### src/rtl/pin_mux_pkg.sv
// Shared constants, register map and carrier types for the MAC-side pin mux.
package pin_mux_pkg;

  // ==========================================================================
  // Interface modes
  // ==========================================================================
  typedef enum logic [1:0] {
    MODE_MII  = 2'h0,
    MODE_RMII = 2'h1,
    MODE_SMII = 2'h2,
    MODE_B2B  = 2'h3
  } iface_mode_t;

  // ==========================================================================
  // Register map (word index, byte address is four times the index)
  // ==========================================================================
  localparam logic [4:0] REG_CTRL0    = 5'h00;
  localparam logic [4:0] REG_IRQ_CS   = 5'h1B;
  localparam logic [4:0] REG_PHY_CTL2 = 5'h1F;
  localparam logic [4:0] REG_STRAPS   = 5'h10;
  localparam logic [4:0] REG_MODE     = 5'h11;

  localparam int DUPLEX_BIT    = 8;
  localparam int ISOLATE_BIT   = 10;
  localparam int IRQ_POL_BIT   = 9;
  localparam int IRQ_EN_LSB    = 8;
  localparam int IRQ_NUM       = 8;

  localparam logic [15:0] CTRL0_RST    = 16'h0000;
  localparam logic [15:0] PHY_CTL2_RST = 16'h0000;
  localparam logic [7:0]  IRQ_EN_RST   = 8'h00;
  localparam logic [1:0]  MODE_RST     = 2'h0;

  // Cycles held after reset before strap pins are sampled and released.
  localparam int          STRAP_SETTLE_NS  = 64;
  localparam int          CLK_PERIOD_NS    = 8;
  localparam int          STRAP_CYC_INT    = (STRAP_SETTLE_NS + CLK_PERIOD_NS - 1) / CLK_PERIOD_NS;
  localparam logic [3:0]  STRAP_CYCLES     = 4'(STRAP_CYC_INT);

  // ==========================================================================
  // Carrier types
  // ==========================================================================
  typedef struct packed {
    logic [3:0] rxd;
    logic       rx_dv;
    logic       rx_er;
  } rx_pins_t;

  typedef struct packed {
    logic [3:0] txd;
    logic       tx_en;
  } tx_pins_t;

  typedef struct packed {
    logic [4:0] phy_mgmt_address;
    logic       iface_cfg_strap_bit2;
    logic       duplex;
    logic       isolate;
  } straps_t;

endpackage

### src/rtl/phy_mac_pin_strap_mux.sv
// MAC-side pin mux with power-up strap capture and interrupt pin.
//
// Implementation choices: the address map and the address-and-strobe port.
`timescale 1ns/1ps

// Behaviour
// - RXD1 strap becomes management address bit 2.
// - RXD0 strap loads duplex, control bit 8.
// - RX_DV strap becomes interface config bit 2.
// - RX_ER strap sets initial isolate.
// - Interrupt polarity from bit 9 of 1Fh.
// - Interrupt only for conditions enabled in 1Bh.
// - TX clock output in MII only, input in RMII, SMII and back-to-back.
// - MII drives four-bit nibble, valid, error, clock.
// - RMII two-bit data, CRS_DV and error.
// - SMII serial RX on RXD0 only.
// - RXD3 and RXD2 strap address bits 0, 1.
module phy_mac_pin_strap_mux (
  input  wire logic                  clk,
  input  wire logic                  sys_rst,
  input  wire logic                  ce,
  input  wire logic [4:0]            reg_addr,
  input  wire logic [15:0]           reg_wdata,
  input  wire logic                  reg_wr,
  input  wire logic                  reg_rd,
  output logic      [15:0]           reg_rdata,
  input  wire pin_mux_pkg::rx_pins_t core_rx,
  input  wire logic                  core_rx_clk,
  input  wire logic                  core_tx_clk,
  input  wire logic [7:0]            core_events,
  output pin_mux_pkg::tx_pins_t      core_tx,
  output logic                       smii_sync,
  output logic                       tx_clk_in,
  input  wire pin_mux_pkg::rx_pins_t rx_pin_i,
  output pin_mux_pkg::rx_pins_t      rx_pin_o,
  output logic      [5:0]            rx_pin_oe_n,
  output logic                       rx_clk_pin,
  input  wire logic                  tx_clk_pin_i,
  output logic                       tx_clk_pin_o,
  output logic                       tx_clk_pin_oe_n,
  input  wire pin_mux_pkg::tx_pins_t tx_pin_i,
  output logic                       irq_out_pin
);

  // ==========================================================================
  // Pin synchronisers
  // ==========================================================================
  logic [5:0] rx_pin_s;
  logic [4:0] tx_pin_s;
  logic       tx_clk_s;

  sync2 #(.W(12)) u_sync (
    .clk     (clk),
    .sys_rst (sys_rst),
    .ce      (ce),
    .d       ({rx_pin_i, tx_pin_i, tx_clk_pin_i}),
    .q       ({rx_pin_s, tx_pin_s, tx_clk_s})
  );

  // ==========================================================================
  // Strap capture after reset
  // ==========================================================================
  typedef enum logic [1:0] {ST_SETTLE, ST_RUN} strap_state_t;
  strap_state_t          st_r,     st_nxt;
  logic [3:0]            cnt_r,    cnt_nxt;
  pin_mux_pkg::straps_t  strap_r,  strap_nxt;

  always_comb begin
    st_nxt    = st_r;
    cnt_nxt   = cnt_r;
    strap_nxt = strap_r;
    if (ce) begin
      case (st_r)
        ST_SETTLE: begin
          cnt_nxt = cnt_r + 4'h1;
          if (cnt_r == pin_mux_pkg::STRAP_CYCLES) begin
            strap_nxt.phy_mgmt_address = {2'h0, rx_pin_s[3], rx_pin_s[4],
                                          rx_pin_s[5]};
            strap_nxt.phy_mgmt_address[2] = rx_pin_s[3];
            strap_nxt.phy_mgmt_address[1] = rx_pin_s[4];
            strap_nxt.phy_mgmt_address[0] = rx_pin_s[5];
            strap_nxt.duplex               = rx_pin_s[2];
            strap_nxt.iface_cfg_strap_bit2 = rx_pin_s[1];
            strap_nxt.isolate              = rx_pin_s[0];
            st_nxt = ST_RUN;
          end
        end
        ST_RUN:  st_nxt = ST_RUN;
        default: st_nxt = ST_SETTLE;
      endcase
    end
  end

  always_ff @(posedge clk) begin
    if (sys_rst) begin
      st_r    <= ST_SETTLE;
      cnt_r   <= 4'h0;
      strap_r <= '0;
    end else begin
      st_r    <= st_nxt;
      cnt_r   <= cnt_nxt;
      strap_r <= strap_nxt;
    end
  end

  // ==========================================================================
  // Register file
  // ==========================================================================
  logic [15:0] ctrl0_r,  ctrl0_nxt;
  logic [15:0] ctl2_r,   ctl2_nxt;
  logic [7:0]  irq_en_r, irq_en_nxt;
  logic [1:0]  mode_r,   mode_nxt;
  logic [15:0] rdata_nxt;
  logic [7:0]  irq_clr;
  logic [7:0]  irq_status;
  logic        loaded;

  assign loaded = (st_r == ST_SETTLE) && ce && (cnt_r == pin_mux_pkg::STRAP_CYCLES);

  always_comb begin
    ctrl0_nxt  = ctrl0_r;
    ctl2_nxt   = ctl2_r;
    irq_en_nxt = irq_en_r;
    mode_nxt   = mode_r;
    rdata_nxt  = reg_rdata;
    irq_clr    = 8'h00;
    if (ce) begin
      if (loaded) begin
        ctrl0_nxt[pin_mux_pkg::DUPLEX_BIT]  = strap_nxt.duplex;
        ctrl0_nxt[pin_mux_pkg::ISOLATE_BIT] = strap_nxt.isolate;
      end
      rdata_nxt = 16'h0000;
      if (reg_wr) begin
        case (reg_addr)
          pin_mux_pkg::REG_CTRL0:    ctrl0_nxt = reg_wdata;
          pin_mux_pkg::REG_PHY_CTL2: ctl2_nxt  = reg_wdata;
          pin_mux_pkg::REG_IRQ_CS: begin
            irq_en_nxt = reg_wdata[pin_mux_pkg::IRQ_EN_LSB +: pin_mux_pkg::IRQ_NUM];
            irq_clr    = reg_wdata[7:0];
          end
          pin_mux_pkg::REG_MODE:     mode_nxt  = reg_wdata[1:0];
          default:                   irq_clr   = 8'h00;
        endcase
      end
      if (reg_rd) begin
        case (reg_addr)
          pin_mux_pkg::REG_CTRL0:    rdata_nxt = ctrl0_r;
          pin_mux_pkg::REG_PHY_CTL2: rdata_nxt = ctl2_r;
          pin_mux_pkg::REG_IRQ_CS:   rdata_nxt = {irq_en_r, irq_status};
          pin_mux_pkg::REG_MODE:     rdata_nxt = {14'h0000, mode_r};
          pin_mux_pkg::REG_STRAPS:   rdata_nxt = {8'h00, strap_r};
          default:                   rdata_nxt = 16'h0000;
        endcase
      end
    end
  end

  always_ff @(posedge clk) begin
    if (sys_rst) begin
      ctrl0_r   <= pin_mux_pkg::CTRL0_RST;
      ctl2_r    <= pin_mux_pkg::PHY_CTL2_RST;
      irq_en_r  <= pin_mux_pkg::IRQ_EN_RST;
      mode_r    <= pin_mux_pkg::MODE_RST;
      reg_rdata <= 16'h0000;
    end else begin
      ctrl0_r   <= ctrl0_nxt;
      ctl2_r    <= ctl2_nxt;
      irq_en_r  <= irq_en_nxt;
      mode_r    <= mode_nxt;
      reg_rdata <= rdata_nxt;
    end
  end

  // ==========================================================================
  // Interrupt
  // ==========================================================================
  irq_unit u_irq (
    .clk         (clk),
    .sys_rst     (sys_rst),
    .ce          (ce),
    .events      (core_events),
    .clr         (irq_clr),
    .enable      (irq_en_r),
    .active_high (ctl2_r[pin_mux_pkg::IRQ_POL_BIT]),
    .status      (irq_status),
    .irq_out_pin (irq_out_pin)
  );

  // ==========================================================================
  // Pin mux
  // ==========================================================================
  pin_mux_pkg::rx_pins_t rx_o_nxt;
  logic [5:0]            oe_n_nxt;
  logic                  rxc_nxt, txc_o_nxt, txc_oe_n_nxt;
  pin_mux_pkg::tx_pins_t core_tx_nxt;
  logic                  sync_nxt, txc_in_nxt;
  logic                  drive;

  // Reference clock rates of 25, 50 and 125 MHz are supplied outside.
  always_comb begin
    drive        = (st_r == ST_RUN) && !ctrl0_r[pin_mux_pkg::ISOLATE_BIT];
    rx_o_nxt     = rx_pin_o;
    oe_n_nxt     = rx_pin_oe_n;
    rxc_nxt      = rx_clk_pin;
    txc_o_nxt    = tx_clk_pin_o;
    txc_oe_n_nxt = tx_clk_pin_oe_n;
    core_tx_nxt  = core_tx;
    sync_nxt     = smii_sync;
    txc_in_nxt   = tx_clk_in;
    if (ce) begin
      rx_o_nxt     = core_rx;
      rxc_nxt      = core_rx_clk;
      txc_o_nxt    = core_tx_clk;
      txc_in_nxt   = tx_clk_s;
      sync_nxt     = 1'b0;
      core_tx_nxt  = tx_pin_s;
      oe_n_nxt     = 6'h3F;
      txc_oe_n_nxt = 1'b1;
      case (pin_mux_pkg::iface_mode_t'(mode_r))
        pin_mux_pkg::MODE_MII: begin
          if (drive) oe_n_nxt = 6'h00;
          txc_oe_n_nxt = !drive;
        end
        pin_mux_pkg::MODE_B2B: begin
          if (drive) oe_n_nxt = 6'h00;
        end
        pin_mux_pkg::MODE_RMII: begin
          if (drive) oe_n_nxt = 6'h30;
          core_tx_nxt.txd = {2'h0, tx_pin_s[2:1]};
        end
        pin_mux_pkg::MODE_SMII: begin
          if (drive) oe_n_nxt = 6'h3B;
          core_tx_nxt = {3'h0, tx_pin_s[1], 1'b0};
          sync_nxt    = tx_pin_s[2];
        end
        default: oe_n_nxt = 6'h3F;
      endcase
    end
  end

  always_ff @(posedge clk) begin
    if (sys_rst) begin
      rx_pin_o        <= '0;
      rx_pin_oe_n     <= 6'h3F;
      rx_clk_pin      <= 1'b0;
      tx_clk_pin_o    <= 1'b0;
      tx_clk_pin_oe_n <= 1'b1;
      core_tx         <= '0;
      smii_sync       <= 1'b0;
      tx_clk_in       <= 1'b0;
    end else begin
      rx_pin_o        <= rx_o_nxt;
      rx_pin_oe_n     <= oe_n_nxt;
      rx_clk_pin      <= rxc_nxt;
      tx_clk_pin_o    <= txc_o_nxt;
      tx_clk_pin_oe_n <= txc_oe_n_nxt;
      core_tx         <= core_tx_nxt;
      smii_sync       <= sync_nxt;
      tx_clk_in       <= txc_in_nxt;
    end
  end
endmodule // phy_mac_pin_strap_mux

### src/rtl/sync2.sv
// Two flip-flop synchroniser for a bundle of pin levels.
`timescale 1ns/1ps
module sync2 #(
  parameter int W = 1
) (
  input  wire logic         clk,
  input  wire logic         sys_rst,
  input  wire logic         ce,
  input  wire logic [W-1:0] d,
  output logic      [W-1:0] q
);
  logic [W-1:0] meta_r;
  logic [W-1:0] meta_nxt;
  logic [W-1:0] q_nxt;

  always_comb begin
    meta_nxt = ce ? d : meta_r;
    q_nxt    = ce ? meta_r : q;
  end

  always_ff @(posedge clk) begin
    if (sys_rst) begin
      meta_r <= '0;
      q      <= '0;
    end else begin
      meta_r <= meta_nxt;
      q      <= q_nxt;
    end
  end
endmodule // sync2

### src/rtl/irq_unit.sv
// Sticky interrupt status, enable mask and polarity-selected interrupt pin.
`timescale 1ns/1ps
module irq_unit (
  input  wire logic                            clk,
  input  wire logic                            sys_rst,
  input  wire logic                            ce,
  input  wire logic [pin_mux_pkg::IRQ_NUM-1:0] events,
  input  wire logic [pin_mux_pkg::IRQ_NUM-1:0] clr,
  input  wire logic [pin_mux_pkg::IRQ_NUM-1:0] enable,
  input  wire logic                            active_high,
  output logic      [pin_mux_pkg::IRQ_NUM-1:0] status,
  output logic                                 irq_out_pin
);
  logic [pin_mux_pkg::IRQ_NUM-1:0] status_nxt;
  logic                            pin_nxt;

  always_comb begin
    status_nxt = status;
    pin_nxt    = irq_out_pin;
    if (ce) begin
      status_nxt = (status & ~clr) | events;
      pin_nxt    = (|(status & enable)) ~^ active_high;
    end
  end

  always_ff @(posedge clk) begin
    if (sys_rst) begin
      status      <= '0;
      irq_out_pin <= 1'b1;
    end else begin
      status      <= status_nxt;
      irq_out_pin <= pin_nxt;
    end
  end
endmodule // irq_unit

### config.mk
export PLATFORM = sky130hd
export DESIGN_NAME = phy_mac_pin_strap_mux
export DESIGN_NICKNAME = d
export VERILOG_FILES = /design/src/rtl/pin_mux_pkg.sv /design/src/rtl/phy_mac_pin_strap_mux.sv /design/src/rtl/sync2.sv /design/src/rtl/irq_unit.sv
export SDC_FILE = /design/constraint.sdc
export NUM_CORES = 1
export LEC_CHECK = 0
export ABC_AREA = 1
export BUFFER_PORTS_ARGS = -buffer_cell sky130_fd_sc_hd__buf_2
export CAP_MARGIN = 20
export CORE_MARGIN = 1.5
export CORE_UTILIZATION = 55
export DETAILED_ROUTE_END_ITERATION = 6
export GPL_ROUTABILITY_DRIVEN = 0
export PLACE_DENSITY = 0.8
export RECOVER_POWER = 25
export SLEW_MARGIN = 5
export SYNTH_ARGS = -nofsm -noshare
export SYNTH_HDL_FRONTEND = slang
export SYNTH_SLANG_ARGS = --single-unit
### constraint.sdc
create_clock -name clk -period 1.53 [get_ports clk]
set_clock_uncertainty 0.15 [all_clocks]
set_input_delay 0.306 -clock clk [delete_from_list [all_inputs] [get_ports clk]]
set_output_delay 0.306 -clock clk [all_outputs]
set_load 0.005 [all_outputs]
======== Yosys cells after proc, flatten, opt, wreduce, memory -nomap -nowiden ========
Cells that the tools add are included.
word-level totals
  register bits after elaboration ......... 125
  bits of input ports ..................... 54
  output and inout port bits .............. 39
  word-level logic and storage cells ...... 82
cells by class
  add/sub/neg operators ................... 1
  equal/unequal tests ..................... 10
  muxes and demuxes ....................... 22
  bitwise operators ....................... 5
  reduce and logical (&&, ||, !) cells .... 17
operators by type and width
  operator                                                                count
  16-bit case mux with 5 select lines                                     1
  8-bit two-way mux                                                       3
  11-bit two-way mux                                                      2
  5-bit equality test (second input constant)                             4
  6-bit case mux with 3 select lines                                      1
  8-bit bitwise AND                                                       2
  16-bit two-way mux                                                      1
  3-bit AND reduction                                                     5
  2-bit two-way mux                                                       4
  8-bit NOT                                                               1
  8-bit OR                                                                1
  4-bit case mux with 2 select lines                                      1
  8-bit OR reduction                                                      1
  6-bit two-way mux                                                       1
  5-bit zero test                                                         1
  1-bit two-way mux                                                       5
  4-bit by 1-bit adder with 4-bit output (second input constant)          1
  2-bit by 1-bit equality test with 1-bit output (second input constant)  2
  2-bit equality test (second input constant)                             2
  4-bit equality test (second input constant)                             1
  2-bit zero test                                                         2
  4-bit two-way mux                                                       1
  2-bit case mux with 2 select lines                                      1
  2-bit AND reduction                                                     2
  other kinds (6)                                                         9

======== Logic depth before layout (Yosys ltp) ========
Gate-level depths: netlist of run 1.
  depth after elaboration ................. 7
  mapped depth ............................ 10
  depth with buffers taken out ............ 10

======== By module ========
Synthesis of run 1 repeated with hierarchy kept, for this count alone.
second synthesis, totals
  cell total of the unflattened synthesis .. 746
  area total of the unflattened synthesis .. 5,298.8 sq um
modules (own cells, without submodules)
  module                 times used  cells each  area each (sq um)  sequential area each (sq um)
  phy_mac_pin_strap_mux  1           527         3,875.0            1,761.7
  sync2                  1           152         984.7              480.5
  irq_unit               1           67          439.2              180.2

======== Worst setup path after synthesis of run 1 ========
Ideal clock, no wire load.
  path kind ............................... input port to flip-flop
  start point ............................. in ce
  end point ............................... reg u_irq.status[6] in the netlist's numbering
  data arrival time ....................... 1.123 ns
  required time ........................... 1.245 ns
  slack ................................... 0.121 ns
  stages on the path ...................... 7
  cell sequence ........................... buf_2 -> nand2_1 -> inv_1 -> clkbuf_1 -> nand3_1 -> nand2_1 -> a21oi_1
between the ends
  longest elaborated chain between the ends .. 4
ends and longest elaborated chain
  what                    line                          source
  start: declaration      phy_mac_pin_strap_mux.sv:21   input wire logic ce,
  8-bit two-way mux       phy_mac_pin_strap_mux.sv:127  if (ce) begin
  8-bit NOT               irq_unit.sv:21                status_nxt = (status & ~clr) | events;
  8-bit bitwise AND       irq_unit.sv:21
  8-bit OR                irq_unit.sv:21
  end signal: assignment  irq_unit.sv:31                status <= status_nxt;
  end: declaration        irq_unit.sv:11                output logic [pin_mux_pkg::IRQ_NUM-1:0] status,
Several ways; a longest one is shown, not always the timed one.
A chain may end at the register's enable or synchronous reset.

======== Final worst setup path of run 1 ========
  start point ............................. in reg_addr[3]
  end point ............................... reg u_irq.status[3] in the netlist's numbering
between the ends
  longest elaborated chain between the ends .. 7
ends and longest elaborated chain
  what                 line                          source
  start: declaration   phy_mac_pin_strap_mux.sv:22   input wire logic [4:0] reg_addr,
  5-bit equality test  phy_mac_pin_strap_mux.sv:134  case (reg_addr)
  8-bit two-way mux    phy_mac_pin_strap_mux.sv:134
  8-bit two-way mux    phy_mac_pin_strap_mux.sv:133  if (reg_wr) begin
  8-bit two-way mux    phy_mac_pin_strap_mux.sv:127
  8-bit NOT            irq_unit.sv:21
  8-bit bitwise AND    irq_unit.sv:21
  8-bit OR             irq_unit.sv:21
No other way between the ends.

==> results of run 1 <==
==> repair_timing <==
item / 4_1_cts / 5_1_grt
setup buffers: 1 / 6
hold buffers: 49 / 0
resized for setup: 7 / 14
endpoints found under the setup margin: 6 / 11
pin swaps: 2 / 4
hold endpoints to repair: 66 / 0
==> placed cells by master, fill, tap and decap left out, types with 2 or more instances in the layout <==
| master | n |
|---|---|
| dfxtp_2 | 2 |
| buf_12 | 5 |
| a21oi_2 | 11 |
| clkbuf_8 | 2 |
| o21ai_0 | 67 |
| clkinv_2 | 5 |
| inv_1 | 37 |
| nand2_2 | 5 |
| ha_1 | 4 |
| clkbuf_16 | 16 |
| clkinvlp_4 | 4 |
| nand3_1 | 56 |
| o211ai_1 | 3 |
| clkinv_4 | 2 |
| a21oi_1 | 58 |
| o21bai_1 | 2 |
| nor2_4 | 6 |
| nor2_1 | 107 |
| buf_4 | 30 |
| inv_2 | 8 |
| inv_6 | 3 |
| buf_2 | 89 |
| dfxtp_1 | 119 |
| dlygate4sd3_1 | 47 |
| nand2_1 | 144 |
| clkbuf_4 | 2 |
| nand4_1 | 9 |
| o21ai_1 | 3 |
==> cell type report <==
type	instances	share of cell area, %
clock inverter	14	1.80
multi-input combinational	484	33.6
tap	108	1.96
clock buffer	18	6.21
inverter	46	2.52
timing repair buffer	177	18.7
sequential	121	35.2
==> worst reg2reg max path, cell delays in order (launching register included) <==
cell and delay (ps):
dfxtp_2 330, inv_2 80, ha_4 150, nand3_1 90, nor2_2 150, nand2_1 120
nand4_1 100, nand3_1 80, nand2_1 60, inv_1 30
==> sequential cells by signal (all words and copies together) (netlist names) <==
name,count
cnt_r,4
core_tx,5
ctl2_r,16
ctrl0_r,16
irq_en_r,8
mode_r,2
reg_rdata,16
rx_clk_pin,1
rx_pin_o,6
rx_pin_oe_n,3
smii_sync,1
st_r,1
strap_r,6
tx_clk_in,1
tx_clk_pin_o,1
tx_clk_pin_oe_n,1
u_irq.irq_out_pin,1
u_irq.status,8
u_sync.meta_r,12
u_sync.q,12
==> report_power, final <==
part	total (mW)	leakage, nW	internal, mW	switching (mW)
Sequential	3.31	0.988	3.25	0.0611
Combinational	0.664	1.72	0.302	0.362
Clock	3.69	0.264	2.20	1.49
Total	7.67	2.97	5.75	1.92
==> path summary, 6_finish.rpt <==
check / slack, ps / endpoint / from
worst max-delay path: 50 / u_irq.status[3]$_SDFFE_PP0P_ / reg_addr[3]
worst min-delay path: 40 / rx_pin_oe_n[2]$_SDFFE_PP1P_ / sys_rst
worst max register to register: 60 / ctrl0_r[8]$_SDFFE_PP0P_ / cnt_r[1]$_SDFFE_PP0N_
worst min register to register: 310 / ctl2_r[4]$_SDFFE_PP0P_ / ctl2_r[4]$_SDFFE_PP0P_
==> routing by layer <==
metal,vias to the layer above,GRT usage (%),share of wire [%]
met5,-,0,0
met4,0,11.6,2.6
met3,48,8.29,6.7
li1,2556,-,-
met2,227,53.3,50
met1,2481,35.8,40
==> cell families after synthesis <==
logic type	count (synthesis)	share of synthesized area (%)
simple gates	332	27.7
xor+xnor	1	0.172
buf+inv	89	7.99
flops	121	47.5
fa+ha+maj	5	1.23
compound gates	146	15.4
==> impl_results.md, run 1 <==
* Setup ws final at 52.2 ps
* Cells after Synth at 694
* CP Buf/Inv Count at 3
* Sequential area share after synthesis at 47.5%
* Nets at 906
* Crit path largest cell delay at 570 ps
* WS Path Type: input port to flip-flop
* Number of diodes at 0
* Cells traversed along the worst timing path: buf_2 > nand4_4 > nor2_4 > buf_6 > nand3_1 > nand2_1 > a21oi_1 > dlygate4sd3_1
* Worst slew pin tran at 653 ps
* Routed WL at 14.8 mm
* WHS at 43.0 ps
* RSZ-0062 raised after global routing: true
* Synth top cells by count: 146 x nand2_1, 121 x dfxtp_1, 109 x nor2_1, 68 x o21ai_0, 59 x a21oi_1
* Core ar. at 0.00885 mm^2
* Peak supply drop at 0.904 mV
* Crit-path slowest cell: dlygate4sd3_1
* GR Util All Layers at 30.5%
* Share of the synthesized area in the top cell type at 47.5%
* Outcome: complete, no violations
* Crit end category: flip-flop
* Setup WS pre-CTS at -143 ps
* Period minus WS final at 1480 ps
* PD cells at 1110 mW/mm^2
* Fin crit share at 96.6%
* Synthesized area per cell at 7.35 um^2
* Vias in the first global route at 5169
* CP required at 1790 ps
* Via count at 5312
* Hold crit path type: input port to flip-flop
* Post-route ant nets at 0
* Post-synth net total at 753
* Worst Reg-to-Reg Cells at 9
* Register area at 0.00242 mm^2
* Finished Layout Cells at 968
* CP arrival at 1740 ps
* Die area at 0.00986 mm^2
* CP max FO at 6
* Cell area after layout at 0.00689 mm^2
* Initial DRC count at 335
* Crit path max-delay family: buffers and inverters
* Clock buffer count from CTS at 17
* Most frequent cell after synthesis: nand2_1
* Routed length per instance at 15.3 um
* Die width at 99.3 um
* Std cell rows at 34
* Clock-pin slew on the worst setup and hold paths at 60 ps
* Die Height at 99.3 um
* Layout Area Growth over Synthesis at 35.0%
* Final Core Density at 77.9%
* Setup violators final at 0
* Yosys warnings at 0
* Area leader, netlist: dfxtp_1
* Startpoint types: input port
* Setup TNS at 0 ps
* Total number of H-tree levels at 4
* Post-DP Area at 0.00577 mm^2
* Slew Viols, Final at 0
* Total grt overflow at 0
* First drt pass iteration count at 6
* Hold Path Stages at 4
* CTS Buffer Depth at 2
* Cells after DPL at 882
* Final Power at 7.67 mW
* Top_reg_cell synth: dfxtp_1
* Post-synth EDFFs at 0
* HPWL after DPL at 9.25 mm
* Synth area leaders: dfxtp_1 47%, nand2_1 11%, nor2_1 8.0%
* Multi-input logic area at 0.00231 mm^2
* Pin count of the biggest net entering global routing at 55
* Maximum operating frequency at 0.677 GHz
* Synthesized flop and latch total at 121
* DRC Markers at 0
* Via density per instance at 5.49
* Ratio of cells with drive above 1 in the final layout at 23.1%
* Clk root buf: clkbuf_8
* First-pass GRT wire length at 23.8 mm
* Yosys cell types at 29
* CP Depth at 8
* Synthesized area at 0.00510 mm^2
* Async SR Flop Fraction at 0%
* TritonCTS clock tree: yes
* Max Cap Viol at 0
* Worst skew pair latency at 530 ps
* CTS Sinks at 121
* Final Hold Viols at 0
* Max_slew headroom at 56.5%
* I/O pins at 93
* Leak at 2.97 nW
* Initial antenna violation count at 0
* Starting Density at 57.7%
* Fillers at 638
* IO Port Bufs at 92
Power figures use the tool's default switching activity.
==> run 2: changes to the inputs <==
--- a/config.mk
+++ b/config.mk
@@ -5,7 +5,6 @@
 export SDC_FILE = /design/constraint.sdc
 export NUM_CORES = 1
 export LEC_CHECK = 0
-export ABC_AREA = 1
 export BUFFER_PORTS_ARGS = -buffer_cell sky130_fd_sc_hd__buf_2
 export CAP_MARGIN = 20
 export CORE_MARGIN = 1.5
==> run 2 against run 1 <==
The flow now finishes with violations (negative setup slack). Non-clock buffer count is 1 lower. First-iteration DRC count up 24%. Total power is 0.70% lower. Critical path depth fell by 1. Setup slack got worse by 92 ps. Die area fell by 1.7%. Cell area fell by 0.13%. Synthesized cell count fell by 21%. Sequential power about the same. Register-to-register slack lost 100 ps. Flip-flop and latch count is the same. Core utilization increased by 0.66 points. Highest routed layer unchanged.
==> impl_results.md, run 2 <==
* Outcome: complete, but fails checks
* Failing checks: negative setup slack
* Starting Density at 57.2%
* Fin crit share at 103%
* RSZ-0062 raised after global routing: true
* Worst Setup SP: cnt_r[1]$_SDFFE_PP0N_
* Std cell rows at 34
* Pin count of the biggest net entering global routing at 64
* Nets at 766
* R2R Path Start: cnt_r[1]$_SDFFE_PP0N_
* CTS Sinks at 121
* Synthesized area at 0.00501 mm^2
* TritonCTS clock tree: yes
* Die area at 0.00969 mm^2
* WS Path Type: flip-flop to flip-flop
* Yosys warnings at 0
* Total grt overflow at 0
* Core ar. at 0.00876 mm^2
* Fillers at 535
* Clock buffer count from CTS at 17
* Top Usage Layer GRT: met2
* Async SR Flop Fraction at 0%
* GR Util All Layers at 30.5%
* Crit-path slowest cell: dfxtp_2
* Met3 Track Usage GR at 6.67%
* Cells after Synth at 550
* Initial DRC count at 417
* Leak at 2.82 nW
* HP Start: sys_rst
* Via density per instance at 5.78
* Finished Layout Cells at 828
* Final Hold Viols at 0
* Max Cap Viol at 0
* Setup ws final at -40.0 ps
* Met2 global-route usage at 52.5%
* Number of diodes at 0
* Worst slew pin tran at 706 ps
* Worst skew pair latency at 520 ps
* Synth area leaders: dfxtp_1 48%, mux2i_1 16%, nor2_1 6.7%
* Initial antenna violation count at 0
* Clock-pin slew on the worst setup and hold paths at 60 ps
* Crit path max-delay family: flip-flops
* Slew Viols, Final at 0
* PD cells at 1110 mW/mm^2
* Synthesized area per cell at 9.11 um^2
* I/O pins at 93
* Period minus WS final at 1570 ps
* Peak supply drop at 0.783 mV
* IO Port Bufs at 92
* Post-synth net total at 609
* HPWL after DPL at 8.43 mm
* Sequential area share after synthesis at 48.3%
* Post-route ant nets at 0
* Routed length per instance at 17.8 um
* Largest regs: ctl2_r: 16 flops, ctrl0_r: 16 flops, reg_rdata: 16 flops
* Most frequent cell after synthesis: dfxtp_1
* Post-synth EDFFs at 0
* Startpoint types: flip-flop
* Synthesized flop and latch total at 121
* Crit path largest cell delay at 330 ps
* Die Height at 98.5 um
* First-pass GRT wire length at 23.4 mm
* CTS Buffer Depth at 2
* Commonest non-fill, non-tap cell in the layout: dfxtp_1
* Setup violators final at 3
* Area leader, netlist: dfxtp_1
* Via count at 4789
* M1 GR Usage at 36.8%
* Hold crit path type: input port to flip-flop
* First drt pass iteration count at 7
* Setup TNS at -75.1 ps
* Cells traversed along the worst timing path: inv_2 > ha_4 > nand2_4 > nor4_4 > buf_4 > mux2i_2 > o22ai_1
* Max_slew headroom at 52.9%
* Layout Area Growth over Synthesis at 37.3%
* Clk root buf: clkbuf_8
* CP required at 1780 ps
* Most frequent cells in the layout: 119 x dfxtp_1, 90 x nor2_1, 88 x buf_2
* Yosys cell types at 40
* Total number of H-tree levels at 4
* Cells after DPL at 751
* Crit end category: flip-flop
* Ratio of cells with drive above 1 in the final layout at 25.3%
* Top_reg_cell synth: dfxtp_1
* Routed WL at 14.7 mm
* Die width at 98.5 um
* Vias in the first global route at 4820
* DRC Markers at 0
* Share of the synthesized area in the top cell type at 48.3%
* Synth top cells by count: 121 x dfxtp_1, 90 x nor2_1, 80 x mux2i_1, 68 x nand2_1, 43 x a21oi_1
* CP Buf/Inv Count at 2
* CP max FO at 4
* CP arrival at 1820 ps
* Maximum operating frequency at 0.637 GHz
[run 2: changes by cell type after synthesis, sizes merged, moves of 10 or more]
cell and delta:
nor2 -23, buf -10, nor2b +11, mux2i +80, nand3 -54, a21oi -26, o21ai -70, nor3 +14
nand2 -81, inv -36
[run 2: final timing paths]
| check | depth (start not counted) | to | slack (ps) |
|---|---|---|---|
| worst min register to register | 2 | ctl2_r[3]$_SDFFE_PP0P_ | 310 |
| worst max register to register | 7 | ctrl0_r[10]$_SDFFE_PP0P_ | -40 |
| worst min-delay path | 3 | mode_r[1]$_SDFFE_PP0P_ | 110 |
| worst max-delay path | 7 | ctrl0_r[10]$_SDFFE_PP0P_ | -40 |
[run 2: worst register-to-register path: stages (launching register included)]
cell     delay [ps]
dfxtp_2         330
inv_2            70
ha_4            130
nand2_4          60
nor4_4          150
buf_4           200
mux2i_2         250
o22ai_1         120
[run 2: routing by layer]
| metal | share of wire [%] | wire [um] |
|---|---|---|
| met2 | 49 | 7190 |
| met4 | 3.9 | 567 |
| met3 | 7.4 | 1090 |
| met5 | 0 | 0 |
| met1 | 40 | 5870 |
[run 2: through the flow]
stage               area, um^2  hold slack, ps  total power, mW  setup slack [ps]  util [%]
floorplan                 5100             266             3.62              -305         -
global placement          5910             291             3.83              -362      67.4
detailed placement        5910             299             3.85              -420      67.4
CTS                       6900            89.4             7.58              3.64      78.7
global route              6880             113             7.83             -88.5      78.5
finish                    6880             110             7.62             -40.0      78.5
[run 2: cell type report]
type | count | area [um^2] | share of cell area, %
multi-input combinational | 382 | 2450 | 35.6
sequential | 121 | 2420 | 35.2
timing repair buffer | 176 | 1280 | 18.6
clock buffer | 18 | 428 | 6.22
tap | 108 | 135 | 1.96
clock inverter | 14 | 125 | 1.82
inverter | 9 | 36.3 | 0.527
[run 2: cell families (layout without fill, tap and decap cells)]
logic type / after synthesis / after routing / synth area share [%]
flip-flops: 121 / 121 / 48.3
AO/OA/AOI/OAI: 89 / 89 / 11.6
multiplexers: 80 / 80 / 16.0
XOR/XNOR: 3 / 3 / 0.524
AND/OR/NAND/NOR: 205 / 205 / 18.1
adder cells (fa/ha/maj): 5 / 5 / 1.25
buffers and inverters: 47 / 217 / 4.19
[run 2: repair_timing]
action / CTS / global route
setup buffers: 0 / 1
endpoints found under the setup margin: 1 / 8
gates resized for setup: 0 / 3
hold endpoints to repair: 68 / 0
hold buffers: 44 / 0
pin swaps: 1 / 3
[run 2: where the power goes]
part | internal, mW | total, mW | switching, mW | leakage (nW)
clock | 2.20 | 3.72 | 1.52 | 0.261
sequential | 3.22 | 3.28 | 0.0522 | 0.983
combinational | 0.301 | 0.623 | 0.321 | 1.57
total | 5.72 | 7.62 | 1.89 | 2.82
